`src/rtl/mcr_pkg.sv`:
```
// Constants and types for the monitor conversion-rate and result block
`default_nettype none
package mcr_pkg;
	// ----------------------------------------
	// Register map
	// ----------------------------------------
	localparam logic [7:0] MCR_BASE_RATE_OFS = 8'h07;
	localparam logic [7:0] MCR_CHAN_DIS_OFS = 8'h08;
	localparam logic [7:0] MCR_RATE_SEL_OFS = 8'h09;
	localparam logic [7:0] MCR_RES0_OFS = 8'h20;
	localparam logic [7:0] MCR_RES1_OFS = 8'h21;
	localparam logic [7:0] MCR_RES2_OFS = 8'h22;
	localparam logic [7:0] MCR_RES3_OFS = 8'h23;
	localparam int MCR_RES_LSB = 6;
	localparam int MCR_RES_W = 10;
	localparam int MCR_SEL_W = 3;
	localparam int MCR_NCH = 4;
	localparam logic [2:0] MCR_SEL_RST = 3'h0;
	localparam logic MCR_BASE_RST = 1'b0;
	localparam logic [7:0] MCR_DIS_RST = 8'h00;
	localparam logic [9:0] MCR_RES_RST = 10'h000;
	// ----------------------------------------
	// Timing
	// ----------------------------------------
	localparam int MCR_CLK_MHZ = 50;
	localparam int MCR_T1_US = 1200;
	localparam int MCR_T2_US = 4800;
	localparam int MCR_T3_US = 9600;
	localparam int MCR_T4_US = 38000;
	localparam int MCR_T5_US = 77000;
	localparam int MCR_T6_US = 154000;
	localparam int MCR_T7_US = 614000;
	localparam int MCR_TSLOW_US = 728000;
	localparam int MCR_C1 = MCR_T1_US * MCR_CLK_MHZ;
	localparam int MCR_C2 = MCR_T2_US * MCR_CLK_MHZ;
	localparam int MCR_C3 = MCR_T3_US * MCR_CLK_MHZ;
	localparam int MCR_C4 = MCR_T4_US * MCR_CLK_MHZ;
	localparam int MCR_C5 = MCR_T5_US * MCR_CLK_MHZ;
	localparam int MCR_C6 = MCR_T6_US * MCR_CLK_MHZ;
	localparam int MCR_C7 = MCR_T7_US * MCR_CLK_MHZ;
	localparam int MCR_CSLOW = MCR_TSLOW_US * MCR_CLK_MHZ;
	// ----------------------------------------
	// Types
	// ----------------------------------------
	typedef struct packed {
		logic [1:0] chan;
		logic [9:0] value;
	} mcr_result_type;
	typedef enum logic [1:0] {MCR_IDLE, MCR_START, MCR_WAIT} mcr_state_type;
endpackage : mcr_pkg
`default_nettype wire

```
`src/rtl/mcr_top.sv`:
```
// Conversion loop pacing, rate registers and analog result registers
`default_nettype none
module mcr_top
	import mcr_pkg::*;
#(
	parameter int unsigned PER_C1 = MCR_C1,
	parameter int unsigned PER_C2 = MCR_C2,
	parameter int unsigned PER_C3 = MCR_C3,
	parameter int unsigned PER_C4 = MCR_C4,
	parameter int unsigned PER_C5 = MCR_C5,
	parameter int unsigned PER_C6 = MCR_C6,
	parameter int unsigned PER_C7 = MCR_C7,
	parameter int unsigned PER_SLOW = MCR_CSLOW
) (
	input wire logic clk,
	input wire logic resetn,
	input wire logic [7:0] reg_addr,
	input wire logic reg_wr,
	input wire logic [7:0] reg_wdata,
	input wire logic reg_rd,
	output logic [15:0] reg_rdata,
	output logic reg_rvalid,
	output logic conv_start,
	output logic [1:0] conv_chan,
	input wire logic conv_done,
	input wire mcr_result_type conv_result,
	output logic loop_busy
);
	// ----------------------------------------
	// Control registers
	// ----------------------------------------
	logic base_rate_q;
	logic [7:0] chan_dis_q;
	logic [2:0] rate_sel_q;
	logic [9:0] res_q [MCR_NCH];

	always_ff @(posedge clk or negedge resetn) begin
		if (!resetn) begin
			base_rate_q <= MCR_BASE_RST;
			chan_dis_q <= MCR_DIS_RST;
			rate_sel_q <= MCR_SEL_RST;
		end else if (reg_wr) begin
			if (reg_addr == MCR_BASE_RATE_OFS)
				base_rate_q <= reg_wdata[0];
			if (reg_addr == MCR_CHAN_DIS_OFS)
				chan_dis_q <= reg_wdata;
			if (reg_addr == MCR_RATE_SEL_OFS)
				rate_sel_q <= reg_wdata[2:0];
		end
	end

	// ----------------------------------------
	// Loop period selection
	// ----------------------------------------
	function automatic int unsigned period_of(input logic [2:0] sel);
		unique case (sel)
			3'h1: period_of = PER_C1;
			3'h2: period_of = PER_C2;
			3'h3: period_of = PER_C3;
			3'h4: period_of = PER_C4;
			3'h5: period_of = PER_C5;
			3'h6: period_of = PER_C6;
			3'h7: period_of = PER_C7;
			3'h0: period_of = PER_SLOW;
		endcase
	endfunction : period_of

	logic continuous;
	int unsigned period;
	assign continuous = (rate_sel_q == 3'h0) && base_rate_q;
	assign period = period_of(rate_sel_q);

	// ----------------------------------------
	// Loop timer and sequencer
	// ----------------------------------------
	mcr_state_type state_q;
	logic [31:0] tmr_q;
	logic first_q;
	logic [1:0] ch_q;
	logic loop_go;
	logic ch_skip;

	assign loop_go = (state_q == MCR_IDLE) &&
		(first_q || continuous || (tmr_q >= period - 32'h1));
	assign ch_skip = chan_dis_q[ch_q];
	assign loop_busy = (state_q != MCR_IDLE);

	always_ff @(posedge clk or negedge resetn) begin
		if (!resetn)
			tmr_q <= 32'h0;
		else if (loop_go)
			tmr_q <= 32'h0;
		else if (tmr_q != 32'hFFFFFFFF)
			tmr_q <= tmr_q + 32'h1;
	end

	always_ff @(posedge clk or negedge resetn) begin
		if (!resetn) begin
			state_q <= MCR_IDLE;
			first_q <= 1'b1;
			ch_q <= 2'h0;
			conv_start <= 1'b0;
			conv_chan <= 2'h0;
		end else begin
			conv_start <= 1'b0;
			unique case (state_q)
				MCR_IDLE: begin
					if (loop_go) begin
						first_q <= 1'b0;
						ch_q <= 2'h0;
						state_q <= MCR_START;
					end
				end
				MCR_START: begin
					if (ch_skip) begin
						ch_q <= ch_q + 2'h1;
						if (ch_q == 2'h3)
							state_q <= MCR_IDLE;
					end else begin
						conv_start <= 1'b1;
						conv_chan <= ch_q;
						state_q <= MCR_WAIT;
					end
				end
				MCR_WAIT: begin
					if (conv_done) begin
						ch_q <= ch_q + 2'h1;
						state_q <= (ch_q == 2'h3) ? MCR_IDLE : MCR_START;
					end
				end
			endcase
		end
	end

	// ----------------------------------------
	// Result registers
	// ----------------------------------------
	always_ff @(posedge clk or negedge resetn) begin
		if (!resetn) begin
			for (int i = 0; i < MCR_NCH; i++)
				res_q[i] <= MCR_RES_RST;
		end else if (state_q == MCR_WAIT && conv_done) begin
			res_q[ch_q] <= conv_result.value;
		end
	end

	// ----------------------------------------
	// Register read port
	// ----------------------------------------
	function automatic logic [15:0] res_word(input logic [1:0] ch);
		res_word = chan_dis_q[ch] ? 16'h0000 : {res_q[ch], 6'h00};
	endfunction : res_word

	always_ff @(posedge clk or negedge resetn) begin
		if (!resetn) begin
			reg_rdata <= 16'h0000;
			reg_rvalid <= 1'b0;
		end else begin
			reg_rvalid <= reg_rd;
			if (reg_rd) begin
				unique case (reg_addr)
					MCR_BASE_RATE_OFS: reg_rdata <= {15'h0000, base_rate_q};
					MCR_CHAN_DIS_OFS: reg_rdata <= {8'h00, chan_dis_q};
					MCR_RATE_SEL_OFS: reg_rdata <= {13'h0000, rate_sel_q};
					MCR_RES0_OFS: reg_rdata <= res_word(2'h0);
					MCR_RES1_OFS: reg_rdata <= res_word(2'h1);
					MCR_RES2_OFS: reg_rdata <= res_word(2'h2);
					MCR_RES3_OFS: reg_rdata <= res_word(2'h3);
					default: reg_rdata <= 16'h0000;
				endcase
			end
		end
	end
endmodule : mcr_top
`default_nettype wire

```
`config.mk`:
```
export PLATFORM = sky130hd
export DESIGN_NAME = mcr_top
export DESIGN_NICKNAME = d
export VERILOG_FILES = /design/src/rtl/mcr_pkg.sv /design/src/rtl/mcr_top.sv
export SDC_FILE = /design/constraint.sdc
export NUM_CORES = 1
export LEC_CHECK = 0
export ABC_AREA = 1
export BUFFER_PORTS_ARGS = -buffer_cell sky130_fd_sc_hd__buf_2
export CELL_PAD_IN_SITES_DETAIL_PLACEMENT = 1
export CELL_PAD_IN_SITES_GLOBAL_PLACEMENT = 2
export CORE_MARGIN = 2
export CORE_UTILIZATION = 38
export CTS_CLUSTER_SIZE = 10
export DETAILED_ROUTE_END_ITERATION = 12
export PLACE_DENSITY_LB_ADDON = 0.1
export REMOVE_ABC_BUFFERS = 1
export SLEW_MARGIN = 20
export SYNTH_ARGS = -nofsm -noshare
export SYNTH_HDL_FRONTEND = slang
export SYNTH_SLANG_ARGS = --single-unit
```
`constraint.sdc`:
```
create_clock -name clk -period 4.25 [get_ports clk]
set_input_delay 0.425 -clock clk [delete_from_list [all_inputs] [get_ports clk]]
set_output_delay 0.425 -clock clk [all_outputs]
set_load 0.05 [all_outputs]
```
==> reports/summary.txt, run 1 <==
CP Class = flip-flop to flip-flop
TritonCTS Buffers = 9
GP Congestion = 0.824
Setup crit end kind = flip-flop
Int Power = 1.93 mW
Sequential power share = 46.7%
Clk_lat worst skew = 360 ps
Die Wd = 135 µm
Status = completed
Remaining DRCs = 0
Pre-CTS setup slack = 635 ps
Clock slew at reported path FFs = 80 ps
Pre-antenna DRT Iters = 5
Via Count = 5,846
Worst hold slack = 35.7 ps
Reg2reg end = tmr_q[16]
Final setup vio count = 0
Switching pwr = 1.10 mW
Area Growth Syn to Fin = 11.5%
Ant. Diodes = 0
Clock root cell = clkbuf_16
Max-cap violations = 0
Row count = 48
Max_slew headroom = 41.2%
Synth top area share = 41.2%
RSZ-0062 raised after global routing = no
Predominant post-synthesis flop cell = dfrtp_1
Worst R2R Path Depth = 21
Gr usage total = 22.3%
VDD IR max = 0.198 mV
Routed WL = 19,100 µm
Inst Count DP = 1,119
Drt wl/cell = 16.8 µm
Share of layout cells above drive strength 1 = 13.5%
Top cells by count, synth = nand2_1, dfrtp_1, inv_1, o21ai_0, nor2_1
Sinks on Clock Net = 109
Worst path cell trace = inv_1 -> ha_1 -> nor2_1 -> inv_1 -> nand2_1 -> nor2_1 -> nand3_1 -> or2_1 -> xor2_1 -> ha_1 -> nand2_1 -> inv_1 -> nand3_1 -> nor2_1 -> nand2_1 -> nand2_1 -> nand2_1 -> nand2_1 -> nand2_2 -> nand2_2 -> o21ai_0
Die height = 135 µm
Setup TNS = 0 ps
Post-synthesis sequential area ratio = 41.6%
Core Area = 17,100 µm²
Worst R2R Start = rate_sel_q[1]
Ranking of synthesized cells by area = dfrtp_1, nand2_1, ha_1
Max Slew Vio Count = 0
Port Buffers = 51
Post-synth EDFFs = 0
Worst-Margin Slew = 876 ps
ANT nets after route = 0
Arr. time, crit path = 3820 ps
Synth unique cells = 46
Power density cells = 414 nW/µm²
Initial antenna violation count = 0
Largest net degree at the start of global routing = 54
Asr flop ratio synth = 100%
Hold buffer count at cts = 0
#FFs+latches synth = 109
CP max stage cell = dfrtp_1
Fin nets = 976
Post-cts repair resize count = 0
Critical path endpoint = tmr_q[16]
Vias per inst = 5.15
Postcts setup bufs = 0
Global-route wire length before repair = 31,700 µm
DR iter-0 viols = 161
DP HPWL = 14,300 µm
Layout Skew = 8.80 ps
Post-Layout Cell Count = 1,135
Cells after synthesis = 861
CP Launch Type = flip-flop
Die ar. = 18,300 µm²
GR Overflow Total = 0
Slowest stage delay, CP = 510 ps
Worst-path maximum fanout = 17
Count leader, synth = nand2_1
Leakage = 3.73 nW
# IOs = 54
R2R Setup Slk = 640 ps
Minimum clock period = 3610 ps
Switch share = 36.4%
Combinational Power Share = 25.2%
TritonCTS clock tree = yes
Type of the most critical hold path = primary input to asynchronous set/reset pin
Synth area leader = dfrtp_1
Period utilization = 84.9%
Cell area after synthesis = 6560 µm²
Clk pwr share = 28.1%
Fmax = 277 MHz
Final instance area = 7310 µm²
Worst path most repeated cell = nand2_1
Starting density of the core = 38.5%
Vias in the first global route = 6,289
Total number of yosys warnings = 0
Longest Clk Path Bufs = 2
CP Launch Point = rate_sel_q[1]
Fin. Hold Viols = 0
Placed cell area = 7010 µm²
WP data required = 4460 ps
Syn Area/Cell = 7.62 µm²
Setup WS post-layout = 642 ps
Htree depth = 3
==> worst min path at each step <==
stage	start	to	slack (ps)	depth (start not counted)
global placement	resetn	tmr_q[0]	430	1
floorplan	resetn	base_rate_q	130	0
CTS	resetn	tmr_q[0]	40	1
detailed placement	resetn	tmr_q[0]	440	1
global route	resetn	chan_dis_q[7]	60	1
finish	resetn	tmr_q[0]	40	1
==> state kept, by name, indices dropped and copies added, names as in the netlist <==
register,flops
base_rate_q,1
ch_q,2
chan_dis_q,8
conv_chan,2
conv_start,1
first_q,1
rate_sel_q,3
reg_rdata,16
reg_rvalid,1
res_q,40
state_q,2
tmr_q,32
==> stage by stage <==
stage | utilization, % | power (mW)
final | 42.9 | 3.03
after global routing | 42.9 | 3.27
after CTS | 42.8 | 3.08
after detailed placement | 41.1 | 2.21
after global placement | 41.1 | 2.16
after floorplan | - | 1.96
==> layer usage <==
metal | vias up | GRT usage, % | wire length [µm]
li1 | 2860 | - | -
met5 | - | 0 | 0
met3 | 24 | 2.99 | 354
met1 | 2891 | 25.3 | 8160
met4 | 0 | 6.31 | 361
met2 | 71 | 43.2 | 10200
==> placed cells by master (no fill, tap or decap), types with 2 or more instances in the layout <==
cell type	instances
xnor2_1	2
o21ai_1	10
nand3b_1	3
o21ai_0	79
xor2_1	14
o21bai_1	2
o22ai_1	5
dfrtp_1	108
nand4_1	11
nand3_4	2
nor4_1	5
inv_6	3
nand3_2	3
buf_4	4
a21oi_1	21
mux2_2	2
nor2_4	2
nor3_2	6
buf_2	50
nor2_2	12
nand3_1	64
or2_2	4
inv_2	9
nor2_1	72
clkbuf_16	9
ha_1	38
inv_1	88
o31ai_1	3
nand2_1	249
nor3_1	7
nand2_2	5
==> logic make-up after synthesis <==
| kind of cell | Yosys count | synth area share [%] |
|---|---|---|
| AOI/OAI and AO/OA | 124 | 9.94 |
| xor gates and xnor gates | 17 | 2.38 |
| muxes | 2 | 0.343 |
| adders and majority gates | 38 | 7.25 |
| and+or+nand+nor | 452 | 31.2 |
| DFF | 109 | 41.6 |
| buffers and inverters | 119 | 7.29 |
==> power by group through the flow <==
stage	Combinational, mW	Sequential [mW]	Clock (mW)
floorplan	0.528	1.43	0
global placement	0.739	1.42	0
detailed placement	0.775	1.43	0
CTS	0.779	1.41	0.888
global route	0.887	1.45	0.932
finish	0.765	1.41	0.850
==> worst max-delay path, delay by kind of cell, from the launching register on <==
kind / cells / cell delay (ps)
AOI/OAI and AO/OA: 1 / 170
xor gates and xnor gates: 1 / 150
adders and majority gates: 2 / 620
buffers and inverters: 3 / 400
DFF: 1 / 510
and+or+nand+nor: 14 / 1590
==> area by class of cell <==
cell class	count	area (µm²)
Timing Repair Buffer	54	280
Inverter	98	370
Fill cell	2175	9740
Clock buffer	10	229
Multi-Input combinational cell	633	3360
Sequential cell	109	2730
Tap cell	225	282
Clock inverter	6	62.6
Power figures use the tool's default switching activity.
==> run 2, diff against run 1 <==
--- a/config.mk
+++ b/config.mk
@@ -10,7 +10,7 @@
 export CELL_PAD_IN_SITES_DETAIL_PLACEMENT = 1
 export CELL_PAD_IN_SITES_GLOBAL_PLACEMENT = 2
 export CORE_MARGIN = 2
-export CORE_UTILIZATION = 38
+export CORE_UTILIZATION = 36
 export CTS_CLUSTER_SIZE = 10
 export DETAILED_ROUTE_END_ITERATION = 12
 export PLACE_DENSITY_LB_ADDON = 0.1
==> constraint.sdc (replaced) <==
create_clock -name clk -period 3.32 [get_ports clk]
set_input_delay 0.332 -clock clk [delete_from_list [all_inputs] [get_ports clk]]
set_output_delay 0.332 -clock clk [all_outputs]
set_load 0.05 [all_outputs]
==> reports/summary.txt, run 2 (synthesized netlist as in run 1, its figures left out) <==
Critical path endpoint = tmr_q[23] (was tmr_q[16])
Pre-antenna DRT Iters = 4 (was 5)
GP Congestion = 0.792 (was 0.824)
# IOs = 54 (unchanged)
Leakage = 3.86 nW (was 3.73 nW)
Period utilization = 94.0% (was 84.9%)
Global routing usage on met2 = 40.3% (was 43.2%)
Die ar. = 19,300 µm² (was 18,300 µm²)
Largest regs = res_q: 40 flops, tmr_q: 32 flops, reg_rdata: 16 flops (unchanged)
CP Launch Point = rate_sel_q[0] (was rate_sel_q[1])
Htree depth = 3 (unchanged)
Type of the most critical hold path = primary input to asynchronous set/reset pin (unchanged)
Port Buffers = 51 (unchanged)
GRT met3 Usage = 3.07% (was 2.99%)
Area Growth Syn to Fin = 16.0% (was 11.5%)
Largest register FFs = 40 (unchanged)
Switching pwr = 1.47 mW (was 1.10 mW)
Minimum clock period = 3120 ps (was 3610 ps)
Worst-path maximum fanout = 10 (was 17)
Worst R2R Start = rate_sel_q[0] (was rate_sel_q[1])
Clk_lat worst skew = 370 ps (was 360 ps)
Reg2reg end = tmr_q[23] (was tmr_q[16])
CP bufs+invs = 3 (unchanged)
Placed cell area = 7140 µm² (was 7010 µm²)
Final Core Density = 42.5% (was 42.9%)
Worst R2R Path Depth = 17 (was 21)
Global-route wire length before repair = 32,800 µm (was 31,700 µm)
CP Class = flip-flop to flip-flop (unchanged)
Clk pwr share = 28.6% (was 28.1%)
Vias per inst = 5.07 (was 5.15)
Setup crit end kind = flip-flop (unchanged)
Remaining DRCs = 0 (unchanged)
Switch share = 37.1% (was 36.4%)
Cell family with most CP delay = simple AND/OR/NAND/NOR gates (unchanged)
Gr usage total = 21.0% (was 22.3%)
Drt wl/cell = 17.0 µm (was 16.8 µm)
Core Area = 17,900 µm² (was 17,100 µm²)
Fmax = 320 MHz (was 277 MHz)
Fin. Hold Viols = 0 (unchanged)
Routed WL = 19,600 µm (was 19,100 µm)
Most used routing layer = met2 (unchanged)
Slowest stage delay, CP = 470 ps (was 510 ps)
CP Launch Type = flip-flop (unchanged)
TritonCTS Buffers = 9 (unchanged)
Max Slew Vio Count = 0 (unchanged)
Starting density of the core = 36.6% (was 38.5%)
Sinks on Clock Net = 109 (unchanged)
Share of layout cells above drive strength 1 = 17.1% (was 13.5%)
Most frequent cells in the layout = nand2_1, dfrtp_1, inv_1 (unchanged)
Max_slew headroom = 38.6% (was 41.2%)
Worst path most repeated cell = nor2_1 (was nand2_1)
ANT nets after route = 0 (unchanged)
Vias in the first global route = 6,507 (was 6,289)
Worst hold slack = 12.4 ps (was 35.7 ps)
Sequential power share = 45.4% (was 46.7%)
Clock slew at reported path FFs = 80 ps (about the same)
Most common cell after layout, fill and taps aside = nand2_1 (unchanged)
Worst path cell trace = buf_4 -> buf_4 -> a21oi_1 -> nor2_1 -> a21boi_1 -> nor2_1 -> ha_1 -> nand2_1 -> nor2_1 -> nand3_1 -> nor2_1 -> nor2_2 -> nand2_2 -> nand2_8 -> nand2_4 -> buf_12 -> o21ai_0 (was inv_1 -> ha_1 -> nor2_1 -> inv_1 -> nand2_1 -> nor2_1 -> nand3_1 -> or2_1 -> xor2_1 -> ha_1 -> nand2_1 -> inv_1 -> nand3_1 -> nor2_1 -> nand2_1 -> nand2_1 -> nand2_1 -> nand2_1 -> nand2_2 -> nand2_2 -> o21ai_0)
Ant. Diodes = 0 (unchanged)
Power density cells = 523 nW/µm² (was 414 nW/µm²)
Arr. time, crit path = 3370 ps (was 3820 ps)
Initial antenna violation count = 0 (unchanged)
Die Wd = 139 µm (was 135 µm)
WP data required = 3570 ps (was 4460 ps)
GR Util met1 = 23.8% (was 25.3%)
Layout Skew = 9.53 ps (was 8.80 ps)
Final instance area = 7610 µm² (was 7310 µm²)
Total power = 3.98 mW (was 3.03 mW)
R2R Setup Slk = 200 ps (was 640 ps)
TritonCTS clock tree = yes (unchanged)
Fin nets = 992 (was 976)
Longest Clk Path Bufs = 2 (unchanged)
VDD IR max = 0.293 mV (was 0.198 mV)
DR iter-0 viols = 175 (was 161)
Via Count = 5,859 (was 5,846)
Max-cap violations = 0 (unchanged)
Clock root cell = clkbuf_16 (unchanged)
Int Power = 2.50 mW (was 1.93 mW)
Hold buffer count at cts = 0 (unchanged)
Largest register by flop count = res_q (unchanged)
Worst-Margin Slew = 914 ps (was 876 ps)
GR Overflow Total = 0 (unchanged)
Combinational Power Share = 26.0% (was 25.2%)
Critical path depth = 17 (was 21)
FILL cells = 2,219 (was 2,175)
Die height = 139 µm (was 135 µm)
Final setup vio count = 0 (unchanged)
DP HPWL = 14,600 µm (was 14,300 µm)
CP max stage cell = dfrtp_2 (was dfrtp_1)
Status = completed (unchanged)
Largest net degree at the start of global routing = 51 (was 54)
Row count = 49 (was 48)
-- run 2: worst min path at each step --
stage	to	slack, ps	depth (start not counted)
2_1_floorplan	base_rate_q	40	0
5_1_grt	tmr_q[2]	70	1
4_1_cts	tmr_q[0]	50	1
3_5_place_dp	tmr_q[0]	440	1
3_3_place_gp	tmr_q[0]	430	1
6_report	tmr_q[2]	10	1
-- run 2: metal layers --
| metal | share of wire, % | vias up |
|---|---|---|
| met3 | 2.2 | 27 |
| met5 | 0 | - |
| met1 | 42 | 2858 |
| li1 | - | 2902 |
| met2 | 54 | 72 |
| met4 | 2.1 | 0 |
-- run 2: power by group through the flow --
stage                     sequential [mW]  combinational (mW)  clock, mW
after global routing                 1.85                1.20       1.22
after detailed placement             1.83                1.01          0
final                                1.81                1.03       1.14
after floorplan                      1.84               0.676          0
after CTS                            1.81                1.03       1.18
after global placement               1.81               0.965          0
-- run 2: through the flow --
| step | TNS, ps | worst slack (ps) | cells |
|---|---|---|---|
| 4_1_cts | 0 | 31.5 | 1150 |
| 3_3_place_gp | 0 | 184 | 1134 |
| 5_1_grt | -4.16 | -4.16 | 1155 |
| 6_report | 0 | 198 | 1155 |
| 3_5_place_dp | 0 | 10.7 | 1134 |
| 2_1_floorplan | 0 | 315 | 840 |
-- run 2: final cells by class --
| type | instances | area [µm²] | share of cell area, % |
|---|---|---|---|
| clock buffer | 9 | 225 | 2.96 |
| timing repair buffer | 70 | 463 | 6.09 |
| clock inverter | 7 | 82.6 | 1.09 |
| inverter | 98 | 378 | 4.97 |
| multi-input combinational | 633 | 3440 | 45.2 |
| sequential | 109 | 2730 | 35.9 |
| tap | 229 | 287 | 3.77 |
-- run 2: worst register-to-register path: stages (launching register included) --
cell and delay, ps:
dfrtp_2 470, buf_4 150, buf_4 140, a21oi_1 400, nor2_1 140, a21boi_1 220, nor2_1 100, ha_1 300
nand2_1 50, nor2_1 190, nand3_1 100, nor2_1 130, nor2_2 70, nand2_2 120, nand2_8 100, nand2_4 120
buf_12 130, o21ai_0 80
-- run 2: timing repair --
action                     CTS  global route
setup buffers                0             4
setup endpoints to repair    4            37
gates resized for setup      3            30
cloned                       0             1
pin swaps                    0             9
